[src/common/tt_irq_pkg.sv]
/*
  Package for the time-triggered interrupt and application watchdog block:
  register offsets, flag positions, reset values and timing constants.
  Assumes a 16-bit register port addressed by byte offset.
*/
package tt_irq_pkg;
  localparam int          ADDR_W              = 8;
  localparam int          DATA_W              = 16;
  localparam int          FLAG_W              = 16;
  localparam logic [7:0]  OFS_MATRIX_LIMITS2  = 8'h2C;
  localparam logic [7:0]  OFS_WATCHDOG        = 8'h2E;
  localparam logic [7:0]  OFS_IRQ_ENABLE      = 8'h30;
  localparam logic [7:0]  OFS_IRQ_FLAGS       = 8'h32;
  localparam logic [7:0]  OFS_CONTROL         = 8'h40;
  // Flag positions in the enable and flag registers
  localparam int          BIT_CFG_ERR         = 15;
  localparam int          BIT_APP_WDG         = 14;
  localparam int          BIT_WATCH_TRIG      = 13;
  localparam int          BIT_INIT_WATCH      = 12;
  localparam int          BIT_TX_OVF          = 10;
  localparam int          BIT_TX_UNF          = 9;
  localparam int          BIT_GT_WRAP         = 6;
  localparam int          BIT_STOPWATCH       = 5;
  // Watchdog register fields
  localparam int          BIT_WDG_EXPIRED     = 15;
  localparam int          WDG_LIMIT_W         = 8;
  localparam logic [7:0]  WDG_LIMIT_RESET     = 8'h01;
  localparam logic [7:0]  WDG_LIMIT_OFF       = 8'h00;
  // Matrix limits 2 fields
  localparam int          CCM_LSB             = 0;
  localparam int          CCM_W               = 6;
  localparam int          TEW_LSB             = 8;
  localparam int          REF_MSG_LENGTH_CODE_LSB            = 12;
  localparam int          LEN_W               = 4;
  // Control register bits
  localparam int          BIT_CTL_IE          = 0;
  localparam int          BIT_CTL_CONFIG      = 1;
  localparam int          BIT_CTL_WATCHDOG_DISABLE_BIT       = 2;
  localparam int          BIT_ST_CCM_BAD      = 8;
  localparam int          BIT_ST_REF_MSG_LENGTH_CODE_BAD     = 9;
  localparam int          BIT_ST_SILENT       = 10;
  // Watchdog unit: 256 network time units
  localparam int          NTU_PER_WDG_UNIT    = 256;
  localparam int          WDG_PRESCALE_W      = 8;
  localparam logic [15:0] GT_MAX              = 16'hFFFF;
  localparam logic [15:0] GT_ZERO             = 16'h0000;
endpackage

[src/common/tt_event_if.sv]
/*
  Interface carrying event pulses from the top into the flag register module.
  Assumes one shared clock.
*/
`timescale 1ns/1ps
interface tt_event_if;
  logic [tt_irq_pkg::FLAG_W-1:0] set_pulse;
  logic [tt_irq_pkg::FLAG_W-1:0] clear_mask;
  logic                          clear_write;
  logic [tt_irq_pkg::FLAG_W-1:0] flags;
  modport source (output set_pulse, output clear_mask, output clear_write, input flags);
  modport sink   (input set_pulse, input clear_mask, input clear_write, output flags);
endinterface

[src/design/tt_flag_reg.sv]
/*
  Sticky event flag register: hardware sets, software clears by writing zero.
  Assumes set pulses and the clear write share clock_i.
*/
`timescale 1ns/1ps
module tt_flag_reg (
  input  wire logic   clock_i,
  input  wire logic   resetn_i,
  tt_event_if.sink    ev
);
  logic [tt_irq_pkg::FLAG_W-1:0] flags;
  logic [tt_irq_pkg::FLAG_W-1:0] next_flags;
  logic [tt_irq_pkg::FLAG_W-1:0] kept;

  assign kept = ev.clear_write ? (flags & ev.clear_mask) : flags;
  // set regardless of enables; set wins over clear
  assign next_flags = kept | ev.set_pulse;
  assign ev.flags = flags;

  always_ff @(posedge clock_i or negedge resetn_i) begin
    if (!resetn_i) begin
      flags <= '0;
    end else begin
      flags <= next_flags;
    end
  end
endmodule // tt_flag_reg

[src/design/tt_interrupt_and_app_watchdog.sv]
/*
  Time-triggered interrupt enables, event flags and application watchdog.
  Assumes event inputs are one-cycle pulses and ntu_tick_i pulses once per
  network time unit, all synchronous to clock_i.
*/
// Chosen here: the strobed register port.
//
// Contract
// - last_cycle_index gives matrix cycles minus one; only all-ones patterns legal.
// - Watchdog limit is longest service interval in units of 256 NETWORK_TIME_UNIT.
// - Reading watchdog upper byte services and restarts the interval.
// - Expiry sets expired flag, halts communication, forces silent mode.
// - Watchdog off when disable bit set and limit is zero.
// - One enable bit per flag at the same position.
// - Flags set on their conditions regardless of enables.
// - Interrupt asserted while any flag and its enable are both one.
// - Interrupt also gated by module interrupt enable.
// - Flags stay set until software clear or hardware reset.
// - Writing zero clears a flag, writing one keeps it.
// - Trigger list error sets configuration error flag.
// - Watchdog expiry sets application watchdog flag.
// - Active watch trigger sets watch trigger flag.
// - Clearing init watch trigger flag restarts start-up initialisation.
// - Too many transmit triggers sets overflow, too few sets underflow.
// - Global time roll-over from FFFF to 0000 sets wrap flag.
// - Stopwatch input rising edge sets stopwatch flag.
`timescale 1ns/1ps
module tt_interrupt_and_app_watchdog (
  input  wire logic                             clock_i,
  input  wire logic                             resetn_i,
  input  wire logic [tt_irq_pkg::ADDR_W-1:0]    addr_i,
  input  wire logic [tt_irq_pkg::DATA_W-1:0]    wdata_i,
  input  wire logic                             write_i,
  input  wire logic                             read_i,
  output logic      [tt_irq_pkg::DATA_W-1:0]    rdata_o,
  input  wire logic                             ntu_tick_i,
  input  wire logic                             trigger_list_error_i,
  input  wire logic                             watch_trigger_i,
  input  wire logic                             init_watch_trigger_i,
  input  wire logic                             tx_matrix_end_i,
  input  wire logic [11:0]                      tx_trigger_count_i,
  input  wire logic [11:0]                      expected_tx_count_i,
  input  wire logic [15:0]                      global_time_i,
  input  wire logic                             stopwatch_i,
  input  wire logic [tt_irq_pkg::FLAG_W-3:0]    other_events_i,
  output logic                                  tt_irq_o,
  output logic                                  comm_halt_o,
  output logic                                  silent_mode_o,
  output logic                                  init_restart_o,
  output logic [tt_irq_pkg::CCM_W-1:0]          last_cycle_index_o,
  output logic [tt_irq_pkg::LEN_W-1:0]          tx_enable_window_len_o,
  output logic [tt_irq_pkg::LEN_W-1:0]          ref_msg_length_code_o
);
  localparam int FW = tt_irq_pkg::FLAG_W;

  tt_event_if ev ();

  logic [FW-1:0]                          irq_enable;
  logic                                   module_interrupt_enable;
  logic                                   config_mode;
  logic                                   watchdog_disable_bit;
  logic                                   wdg_expired;
  logic [tt_irq_pkg::WDG_LIMIT_W-1:0]     app_watchdog_limit;
  logic [tt_irq_pkg::CCM_W-1:0]           last_cycle_index;
  logic [tt_irq_pkg::LEN_W-1:0]           tx_enable_window_len;
  logic [tt_irq_pkg::LEN_W-1:0]           ref_msg_length_code;
  logic [tt_irq_pkg::WDG_PRESCALE_W-1:0]  ntu_prescale;
  logic [tt_irq_pkg::WDG_LIMIT_W-1:0]     wdg_units;
  logic [15:0]                            gt_prev;
  logic                                   stopwatch_prev;
  logic                                   init_restart;
  logic [tt_irq_pkg::DATA_W-1:0]          rdata;

  function automatic logic hit(input logic [tt_irq_pkg::ADDR_W-1:0] ofs);
    return addr_i == ofs;
  endfunction

  // Register decode
  wire wr_ml2   = write_i & hit(tt_irq_pkg::OFS_MATRIX_LIMITS2);
  wire wr_wdg   = write_i & hit(tt_irq_pkg::OFS_WATCHDOG);
  wire wr_en    = write_i & hit(tt_irq_pkg::OFS_IRQ_ENABLE);
  wire wr_flags = write_i & hit(tt_irq_pkg::OFS_IRQ_FLAGS);
  wire wr_ctl   = write_i & hit(tt_irq_pkg::OFS_CONTROL);
  wire cfg_wr   = config_mode;

  // read of upper byte services watchdog
  wire wdg_service = read_i & hit(tt_irq_pkg::OFS_WATCHDOG);
  wire wdg_off = watchdog_disable_bit & (app_watchdog_limit == tt_irq_pkg::WDG_LIMIT_OFF);
  wire unit_tick = ntu_tick_i &
    (ntu_prescale == tt_irq_pkg::WDG_PRESCALE_W'(tt_irq_pkg::NTU_PER_WDG_UNIT - 1));
  // the unit ending now completes the allowed interval
  wire [tt_irq_pkg::WDG_LIMIT_W:0] units_done = {1'b0, wdg_units} + 1'b1;
  // A service in the cycle of the last tick still counts as on time
  wire wdg_fire = ~wdg_off & ~wdg_expired & unit_tick &
    (units_done >= {1'b0, app_watchdog_limit}) & ~wdg_service;
  // clear expired only in configuration mode
  wire wdg_clear = wr_wdg & config_mode & ~wdata_i[tt_irq_pkg::BIT_WDG_EXPIRED];

  // An all-ones pattern plus one shares no set bit with itself
  // legal cycle count patterns are all-ones
  wire ccm_bad = |((last_cycle_index + tt_irq_pkg::CCM_W'(1)) & last_cycle_index);
  wire ref_msg_length_code_bad = (ref_msg_length_code == '0);

  // compare transmit count at matrix end
  wire tx_ovf = tx_matrix_end_i & (tx_trigger_count_i > expected_tx_count_i);
  wire tx_unf = tx_matrix_end_i & (tx_trigger_count_i < expected_tx_count_i);
  wire gt_wrap = (gt_prev == tt_irq_pkg::GT_MAX) & (global_time_i == tt_irq_pkg::GT_ZERO);
  wire sw_rise = stopwatch_i & ~stopwatch_prev;

  // Map the event sources onto their flag positions
  logic [FW-1:0] set_vec;
  always_comb begin
    set_vec = '0;
    set_vec[tt_irq_pkg::BIT_TX_UNF - 1:0] = other_events_i[tt_irq_pkg::BIT_TX_UNF - 1:0];
    set_vec[tt_irq_pkg::BIT_TX_OVF + 1]   = other_events_i[tt_irq_pkg::BIT_TX_UNF];
    set_vec[tt_irq_pkg::BIT_TX_UNF]     |= tx_unf;
    set_vec[tt_irq_pkg::BIT_TX_OVF]     |= tx_ovf;
    set_vec[tt_irq_pkg::BIT_GT_WRAP]    |= gt_wrap;
    set_vec[tt_irq_pkg::BIT_STOPWATCH]  |= sw_rise;
    set_vec[tt_irq_pkg::BIT_CFG_ERR]     = trigger_list_error_i;
    set_vec[tt_irq_pkg::BIT_APP_WDG]     = wdg_fire;
    set_vec[tt_irq_pkg::BIT_WATCH_TRIG]  = watch_trigger_i;
    set_vec[tt_irq_pkg::BIT_INIT_WATCH]  = init_watch_trigger_i;
  end

  // Software reaches the flags only through a write to the flag register
  assign ev.set_pulse   = set_vec;
  assign ev.clear_mask  = wdata_i;
  assign ev.clear_write = wr_flags;

  tt_flag_reg u_flags (
    .clock_i  (clock_i),
    .resetn_i (resetn_i),
    .ev       (ev.sink)
  );

  // No restart when a new trigger lands beside the clear, as the flag stays set
  // clearing the init watch flag restarts initialisation
  wire next_init_restart = wr_flags & ev.flags[tt_irq_pkg::BIT_INIT_WATCH] &
    ~wdata_i[tt_irq_pkg::BIT_INIT_WATCH] & ~init_watch_trigger_i;

  // enables and control bits cleared by reset
  always_ff @(posedge clock_i or negedge resetn_i) begin
    if (!resetn_i) begin
      irq_enable              <= '0;
      module_interrupt_enable <= 1'b0;
      config_mode             <= 1'b0;
      watchdog_disable_bit    <= 1'b0;
    end else begin
      if (wr_en) begin
        irq_enable <= wdata_i;
      end
      if (wr_ctl) begin
        module_interrupt_enable <= wdata_i[tt_irq_pkg::BIT_CTL_IE];
        config_mode             <= wdata_i[tt_irq_pkg::BIT_CTL_CONFIG];
        watchdog_disable_bit    <= wdata_i[tt_irq_pkg::BIT_CTL_WATCHDOG_DISABLE_BIT];
      end
    end
  end

  // Configuration fields change only in configuration mode
  always_ff @(posedge clock_i or negedge resetn_i) begin
    if (!resetn_i) begin
      app_watchdog_limit   <= tt_irq_pkg::WDG_LIMIT_RESET;
      last_cycle_index     <= '0;
      tx_enable_window_len <= '0;
      ref_msg_length_code  <= '0;
    end else begin
      if (wr_wdg & cfg_wr) begin
        app_watchdog_limit <= wdata_i[tt_irq_pkg::WDG_LIMIT_W-1:0];
      end
      if (wr_ml2 & cfg_wr) begin
        last_cycle_index     <= wdata_i[tt_irq_pkg::CCM_LSB +: tt_irq_pkg::CCM_W];
        tx_enable_window_len <= wdata_i[tt_irq_pkg::TEW_LSB +: tt_irq_pkg::LEN_W];
        ref_msg_length_code  <= wdata_i[tt_irq_pkg::REF_MSG_LENGTH_CODE_LSB +: tt_irq_pkg::LEN_W];
      end
    end
  end

  always_ff @(posedge clock_i or negedge resetn_i) begin
    if (!resetn_i) begin
      ntu_prescale <= '0;
      wdg_units    <= '0;
    end else if (wdg_service | wdg_off | wdg_expired) begin
      ntu_prescale <= '0;
      wdg_units    <= '0;
    end else if (ntu_tick_i) begin
      ntu_prescale <= ntu_prescale + 1'b1;
      if (unit_tick) begin
        wdg_units <= wdg_units + 1'b1;
      end
    end
  end

  // expiry latches halt and silent mode
  // cleared only by reset or a config-mode write of zero
  always_ff @(posedge clock_i or negedge resetn_i) begin
    if (!resetn_i) begin
      wdg_expired <= 1'b0;
    end else if (wdg_fire) begin
      wdg_expired <= 1'b1;
    end else if (wdg_clear) begin
      wdg_expired <= 1'b0;
    end
  end

  // Previous samples for the wrap and rising-edge detectors, and the registered init restart pulse
  always_ff @(posedge clock_i or negedge resetn_i) begin
    if (!resetn_i) begin
      gt_prev        <= '0;
      stopwatch_prev <= 1'b0;
      init_restart   <= 1'b0;
    end else begin
      gt_prev        <= global_time_i;
      stopwatch_prev <= stopwatch_i;
      init_restart   <= next_init_restart;
    end
  end

  // Read multiplexer; unmapped offsets read as zero
  always_comb begin
    unique case (addr_i)
      tt_irq_pkg::OFS_MATRIX_LIMITS2: begin
        rdata = '0;
        rdata[tt_irq_pkg::CCM_LSB +: tt_irq_pkg::CCM_W]  = last_cycle_index;
        rdata[tt_irq_pkg::TEW_LSB +: tt_irq_pkg::LEN_W]  = tx_enable_window_len;
        rdata[tt_irq_pkg::REF_MSG_LENGTH_CODE_LSB +: tt_irq_pkg::LEN_W] = ref_msg_length_code;
      end
      tt_irq_pkg::OFS_WATCHDOG: begin
        rdata = '0;
        rdata[tt_irq_pkg::WDG_LIMIT_W-1:0]        = app_watchdog_limit;
        rdata[tt_irq_pkg::BIT_WDG_EXPIRED]        = wdg_expired;
      end
      tt_irq_pkg::OFS_IRQ_ENABLE: rdata = irq_enable;
      tt_irq_pkg::OFS_IRQ_FLAGS:  rdata = ev.flags;
      tt_irq_pkg::OFS_CONTROL: begin
        rdata = '0;
        rdata[tt_irq_pkg::BIT_CTL_IE]      = module_interrupt_enable;
        rdata[tt_irq_pkg::BIT_CTL_CONFIG]  = config_mode;
        rdata[tt_irq_pkg::BIT_CTL_WATCHDOG_DISABLE_BIT]   = watchdog_disable_bit;
        rdata[tt_irq_pkg::BIT_ST_CCM_BAD]  = ccm_bad;
        rdata[tt_irq_pkg::BIT_ST_REF_MSG_LENGTH_CODE_BAD] = ref_msg_length_code_bad;
        rdata[tt_irq_pkg::BIT_ST_SILENT]   = wdg_expired;
      end
      default: rdata = '0;
    endcase
  end

  // Read data stand for one cycle only, then return to zero
  always_ff @(posedge clock_i or negedge resetn_i) begin
    if (!resetn_i) begin
      rdata_o <= '0;
    end else if (read_i) begin
      rdata_o <= rdata;
    end else begin
      rdata_o <= '0;
    end
  end

  // any enabled flag raises the request while the module interrupt enable is set
  assign tt_irq_o = module_interrupt_enable & (|(ev.flags & irq_enable));
  // halt and silent mode follow the expired flag
  assign comm_halt_o            = wdg_expired;
  assign silent_mode_o          = wdg_expired;
  assign init_restart_o         = init_restart;
  assign last_cycle_index_o     = last_cycle_index;
  assign tx_enable_window_len_o = tx_enable_window_len;
  assign ref_msg_length_code_o  = ref_msg_length_code;
endmodule // tt_interrupt_and_app_watchdog

[config.mk]
export PLATFORM = sky130hd
export DESIGN_NAME = tt_interrupt_and_app_watchdog
export DESIGN_NICKNAME = d
export VERILOG_FILES = /design/src/common/tt_irq_pkg.sv /design/src/common/tt_event_if.sv /design/src/design/tt_flag_reg.sv /design/src/design/tt_interrupt_and_app_watchdog.sv
export SDC_FILE = /design/constraint.sdc
export NUM_CORES = 1
export LEC_CHECK = 0
export BUFFER_PORTS_ARGS = -buffer_cell sky130_fd_sc_hd__buf_2
export CAP_MARGIN = 20
export CORE_UTILIZATION = 49
export CTS_CLUSTER_DIAMETER = 30
export DETAILED_ROUTE_END_ITERATION = 10
export MAX_ROUTING_LAYER = met4
export PLACE_DENSITY = 0.76
export REMOVE_ABC_BUFFERS = 1
export SYNTH_ARGS = -nofsm -noshare
export SYNTH_HDL_FRONTEND = slang
export SYNTH_HIERARCHICAL = 1
export SYNTH_SLANG_ARGS = --single-unit
[constraint.sdc]
create_clock -name clock_i -period 2.22 [get_ports clock_i]
set_input_delay 0.444 -clock clock_i [delete_from_list [all_inputs] [get_ports clock_i]]
set_output_delay 0.444 -clock clock_i [all_outputs]
set_load 0.1 [all_outputs]
==> impl_summary.txt <==
----------------------------------------------------
[Layout]
  Layout Utilization ... 62.8%
  Number of diodes added for antenna fixing ... 0
  Post-synthesis to final-layout area growth ... 23.0%
  Fin nets ... 723
  Non-Filler Cell Area, Final ... 6570 um2
  Share of cells above drive strength 1 ... 37.4%
  Number of fill cells ... 871

[Yosys]
  Count of flip-flops with a built-in enable after synthesis ... 0
  Sequential area share after synthesis ... 50.6%
  Yosys reg bits ... 108
  Simple-Gate Fraction of Synth Area ... 14.4%
  Cell area after synthesis ... 5340 um2
  Post-synth top area cell ... dfrtp_1
  Mux cell area share after synthesis ... 12.7%
  Synth warnings ... 6
  Post-Synth XOR/XNOR Area ... 2.79%
  Combinational family with the most area after synthesis ... simple AND/OR/NAND/NOR gates
  Dominant cells by area after synthesis ... dfrtp_1, mux2_2, ha_1
  Post-synthesis share of cell area spent on full adders, half adders and majority gates ... 5.15%
  Dominant synthesized flop cell ... dfrtp_1
  Fraction of registers with async set/reset ... 100%
  Synthesized instance count ... 463
  Synthesized area divided by synthesized cell count ... 11.5 um2
  Compound-gate portion of the synthesized area ... 10.9%
  Share of the synthesized area in the top cell type ... 50.1%
  Distinct cell type count of the synthesized netlist ... 61

[Worst setup path]
  Critical path type ... flip-flop to flip-flop
  Number of cell instances on the worst register-to-register path ... 11
  Setup slack, reg-to-reg ... -0.01 ns
  Crit end category ... flip-flop
  Required time of the critical path ... 2.49 ns
  Critical register-to-register path endpoint ... u_flags/ev.flags[14]$_DFF_PN0_
  Signal arrival time at the worst endpoint ... 2.51 ns
  Worst R2R Start ... wdg_units[0]$_DFFE_PN0P_
  Element type at the critical path start ... flip-flop
  Max Fanout on Critical Path ... 3

[Floorplanning]
  Die W ... 106 um
  Rows ... 37
  Floorplan core area ... 10500 um2
  Die height ... 106 um
  Die area ... 11300 um2
  Initial core utilization ... 51.1%
  Number of top-level pins ... 122

[Power and ir drop]
  Power Density ... 593 nW/um2
  LEAKAGE ... 3.23 nW
  Total Power Consumption ... 3.89 mW
  Peak VDD IR ... 545 uV

[Global route]
  Global Route Usage Sum ... 25.1%
  Number of global-route vias before repair ... 4290
  First-pass GRT wire length ... 21.1 mm
  Congestion Overflow GR ... 0
  Number of antenna violations at the first check in global routing ... 0
  Maximum number of pins on one net before global-route repair ... 49

[Clock tree]
  Hold_buf cts ... 0
  CTS Root Buffer Type ... clkbuf_8
  Maximum level of the CTS H-tree ... 3
  CTS sink count ... 108
  Insertion delay to the later sink of the worst-skew pair ... 0.38 ns
  Clock buffer count from CTS ... 9
  Clock transition time at the flip-flop clock pins of the worst setup and hold paths ... 0.10 ns
  TritonCTS clock tree ... yes
  Buffers from clock root to sink, at most ... 2

[Min path]
  Class of the most critical hold timing path ... input pin to async pin

[STA]
  Minimum clock period ... 2.23 ns
  Setup Skew ... 0.0161 ns
  Final Hold Violating Endpoints ... 0
  Slew HR ... 56.6%
  Final Max Tran Viols ... 0
  Post-route worst setup slack ... -0.0130 ns
  Worst hold margin ... 0.0772 ns
  Highest attainable clock frequency ... 448 MHz
  Least-Margin Pin Slew ... 0.651 ns
  Tcrit/Tclk final ... 101%
  Final-report setup violation count ... 1
  RSZ-0062 raised after global routing ... true

[Route]
  Number of vias after detailed routing ... 4288
  Post-route ant nets ... 0
  DRC ... 0
  Starting DRC count in detailed routing ... 221
  Number of iterations in the first detailed-routing pass ... 5
  Number of vias per cell after detailed routing ... 5.69
  Routed length per placed instance ... 17.3 um
  WL final ... 13.0 mm

[Place]
  Worst setup slack after placement ... -0.127 ns
  Number of buffers inserted by port buffering ... 117
  Post-Place Cell Area ... 6290 um2
  Weighted congestion reported at the end of routability-driven placement ... 0.911
  Half-perimeter wire length of the detailed placement result ... 9.83 mm

[Outcome]
  Status ... finished with violations
  Violations in the final reports ... setup timing

[Run]
  Number of max-cap violations ... 0

----------------------------------------------------
-- final cells by class --
type                    count  area (um2)  area share, %
clock buffers               9         124           1.89
clock inverters             7        96.3           1.47
inverters                  21        78.8           1.20
multi-input cells         320        2490           38.0
flip-flops and latches    108        2700           41.2
well taps                 136         170           2.59
repair buffers            153         902           13.7
-- repair_timing --
item / in CTS / in global routing
setup buffers: 1 / 1
resized for setup: 7 / 5
setup endpoints to repair: 3 / 3
pin swaps: 4 / 5
-- cell families after synthesis --
kind of cell / Yosys count
compound gates: 82
xor+xnor: 17
fa+ha+maj: 22
buf+inv: 35
flops: 108
mux: 59
simple gates: 140
-- critical path: stages, from the launching register on --
cell and delay [ns]:
dfrtp_1 0.39, ha_2 0.20, nand3_2 0.10, nor2_2 0.15, xor2_1 0.17, ha_1 0.27, o21a_1 0.12, o21ai_2 0.14
a21oi_1 0.08, a311oi_2 0.29, nor3_1 0.08, a21o_1 0.16
-- state kept, by name, summed over array words and instances (netlist names) --
| register | count |
|---|---|
| module_interrupt_enable | 1 |
| gt_prev | 16 |
| cfg_wr | 1 |
| init_restart_o | 1 |
| rdata_o | 16 |
| stopwatch_prev | 1 |
| app_watchdog_limit | 8 |
| comm_halt_o | 1 |
| wdg_units | 8 |
| watchdog_disable_bit | 1 |
| tx_enable_window_len_o | 4 |
| ntu_prescale | 8 |
| ref_msg_length_code_o | 4 |
| irq_enable | 16 |
| last_cycle_index_o | 6 |
| u_flags/ev.flags | 16 |
-- power breakdown --
part | switching, mW | internal [mW] | total [mW]
logic | 0.245 | 0.210 | 0.456
clock network | 0.666 | 0.641 | 1.31
registers | 0.0782 | 2.05 | 2.13
total | 0.989 | 2.90 | 3.89
-- cell usage in the layout (no fill, tap or decap), types with 5 or more instances in the layout --
cell      netlist  layout
nand4_1        11      11
nand2b_1       18      18
a21o_1         17      17
mux2_4         10      10
xnor2_1         7       7
dfrtp_1       107     107
buf_2           5     115
mux2i_1        17      17
nor2_1         40      38
o21ai_0         7       6
inv_1          21      21
nor4_1          7       7
a22oi_1         9       9
and3_1          5       5
nand3_1        12      10
nor3_1          5       5
xor2_1         10      10
clkbuf_8        0       9
ha_1           22      21
mux2_2         32      32
a21oi_1        16      16
nand2_1        19      19
buf_4           2      34
-- synthesized netlist by cell type, drive strengths merged, types with 7 or more instances --
cell and count:
nand4 12, mux2 42, a21o 17, xor2 10, nor4 7, nand2b 18, nor2 42, nand3 12
ha 22, mux2i 17, dfrtp 107, buf 12, nand2 21, inv 21, a22oi 9, o21ai 8
a21oi 16, xnor2 7
-- routing by layer --
layer | track usage [%] | share of wire [%]
met1 | 31.5 | 43
met2 | 40.5 | 49
met3 | 4.90 | 6.2
met4 | 8.83 | 1.7
met5 | - | 0
-- how the worst max path moves through the flow --
stage | startpoint | to | slack, ns | cells after the start
2_1_floorplan | wdg_units[0]$_DFFE_PN0P_ | u_flags/ev.flags[14]$_DFF_PN0_ | -0.11 | 11
3_3_place_gp | wdg_units[0]$_DFFE_PN0P_ | u_flags/ev.flags[14]$_DFF_PN0_ | -0.09 | 11
3_5_place_dp | wdg_units[0]$_DFFE_PN0P_ | u_flags/ev.flags[14]$_DFF_PN0_ | -0.13 | 11
4_1_cts | irq_enable[11]$_DFFE_PN0P_ | tt_irq_o | -0.01 | 5
5_1_grt | wdg_units[0]$_DFFE_PN0P_ | u_flags/ev.flags[14]$_DFF_PN0_ | -0.16 | 11
6_report | wdg_units[0]$_DFFE_PN0P_ | u_flags/ev.flags[14]$_DFF_PN0_ | -0.01 | 11
-- through the flow --
stage	setup TNS, ns	instances
after global placement	-0.0946	736
after floorplan	-0.108	449
final	-0.0130	754
after CTS	-0.0135	753
after global routing	-0.331	754
after detailed placement	-0.141	736
(Power assumes the default switching activity.)
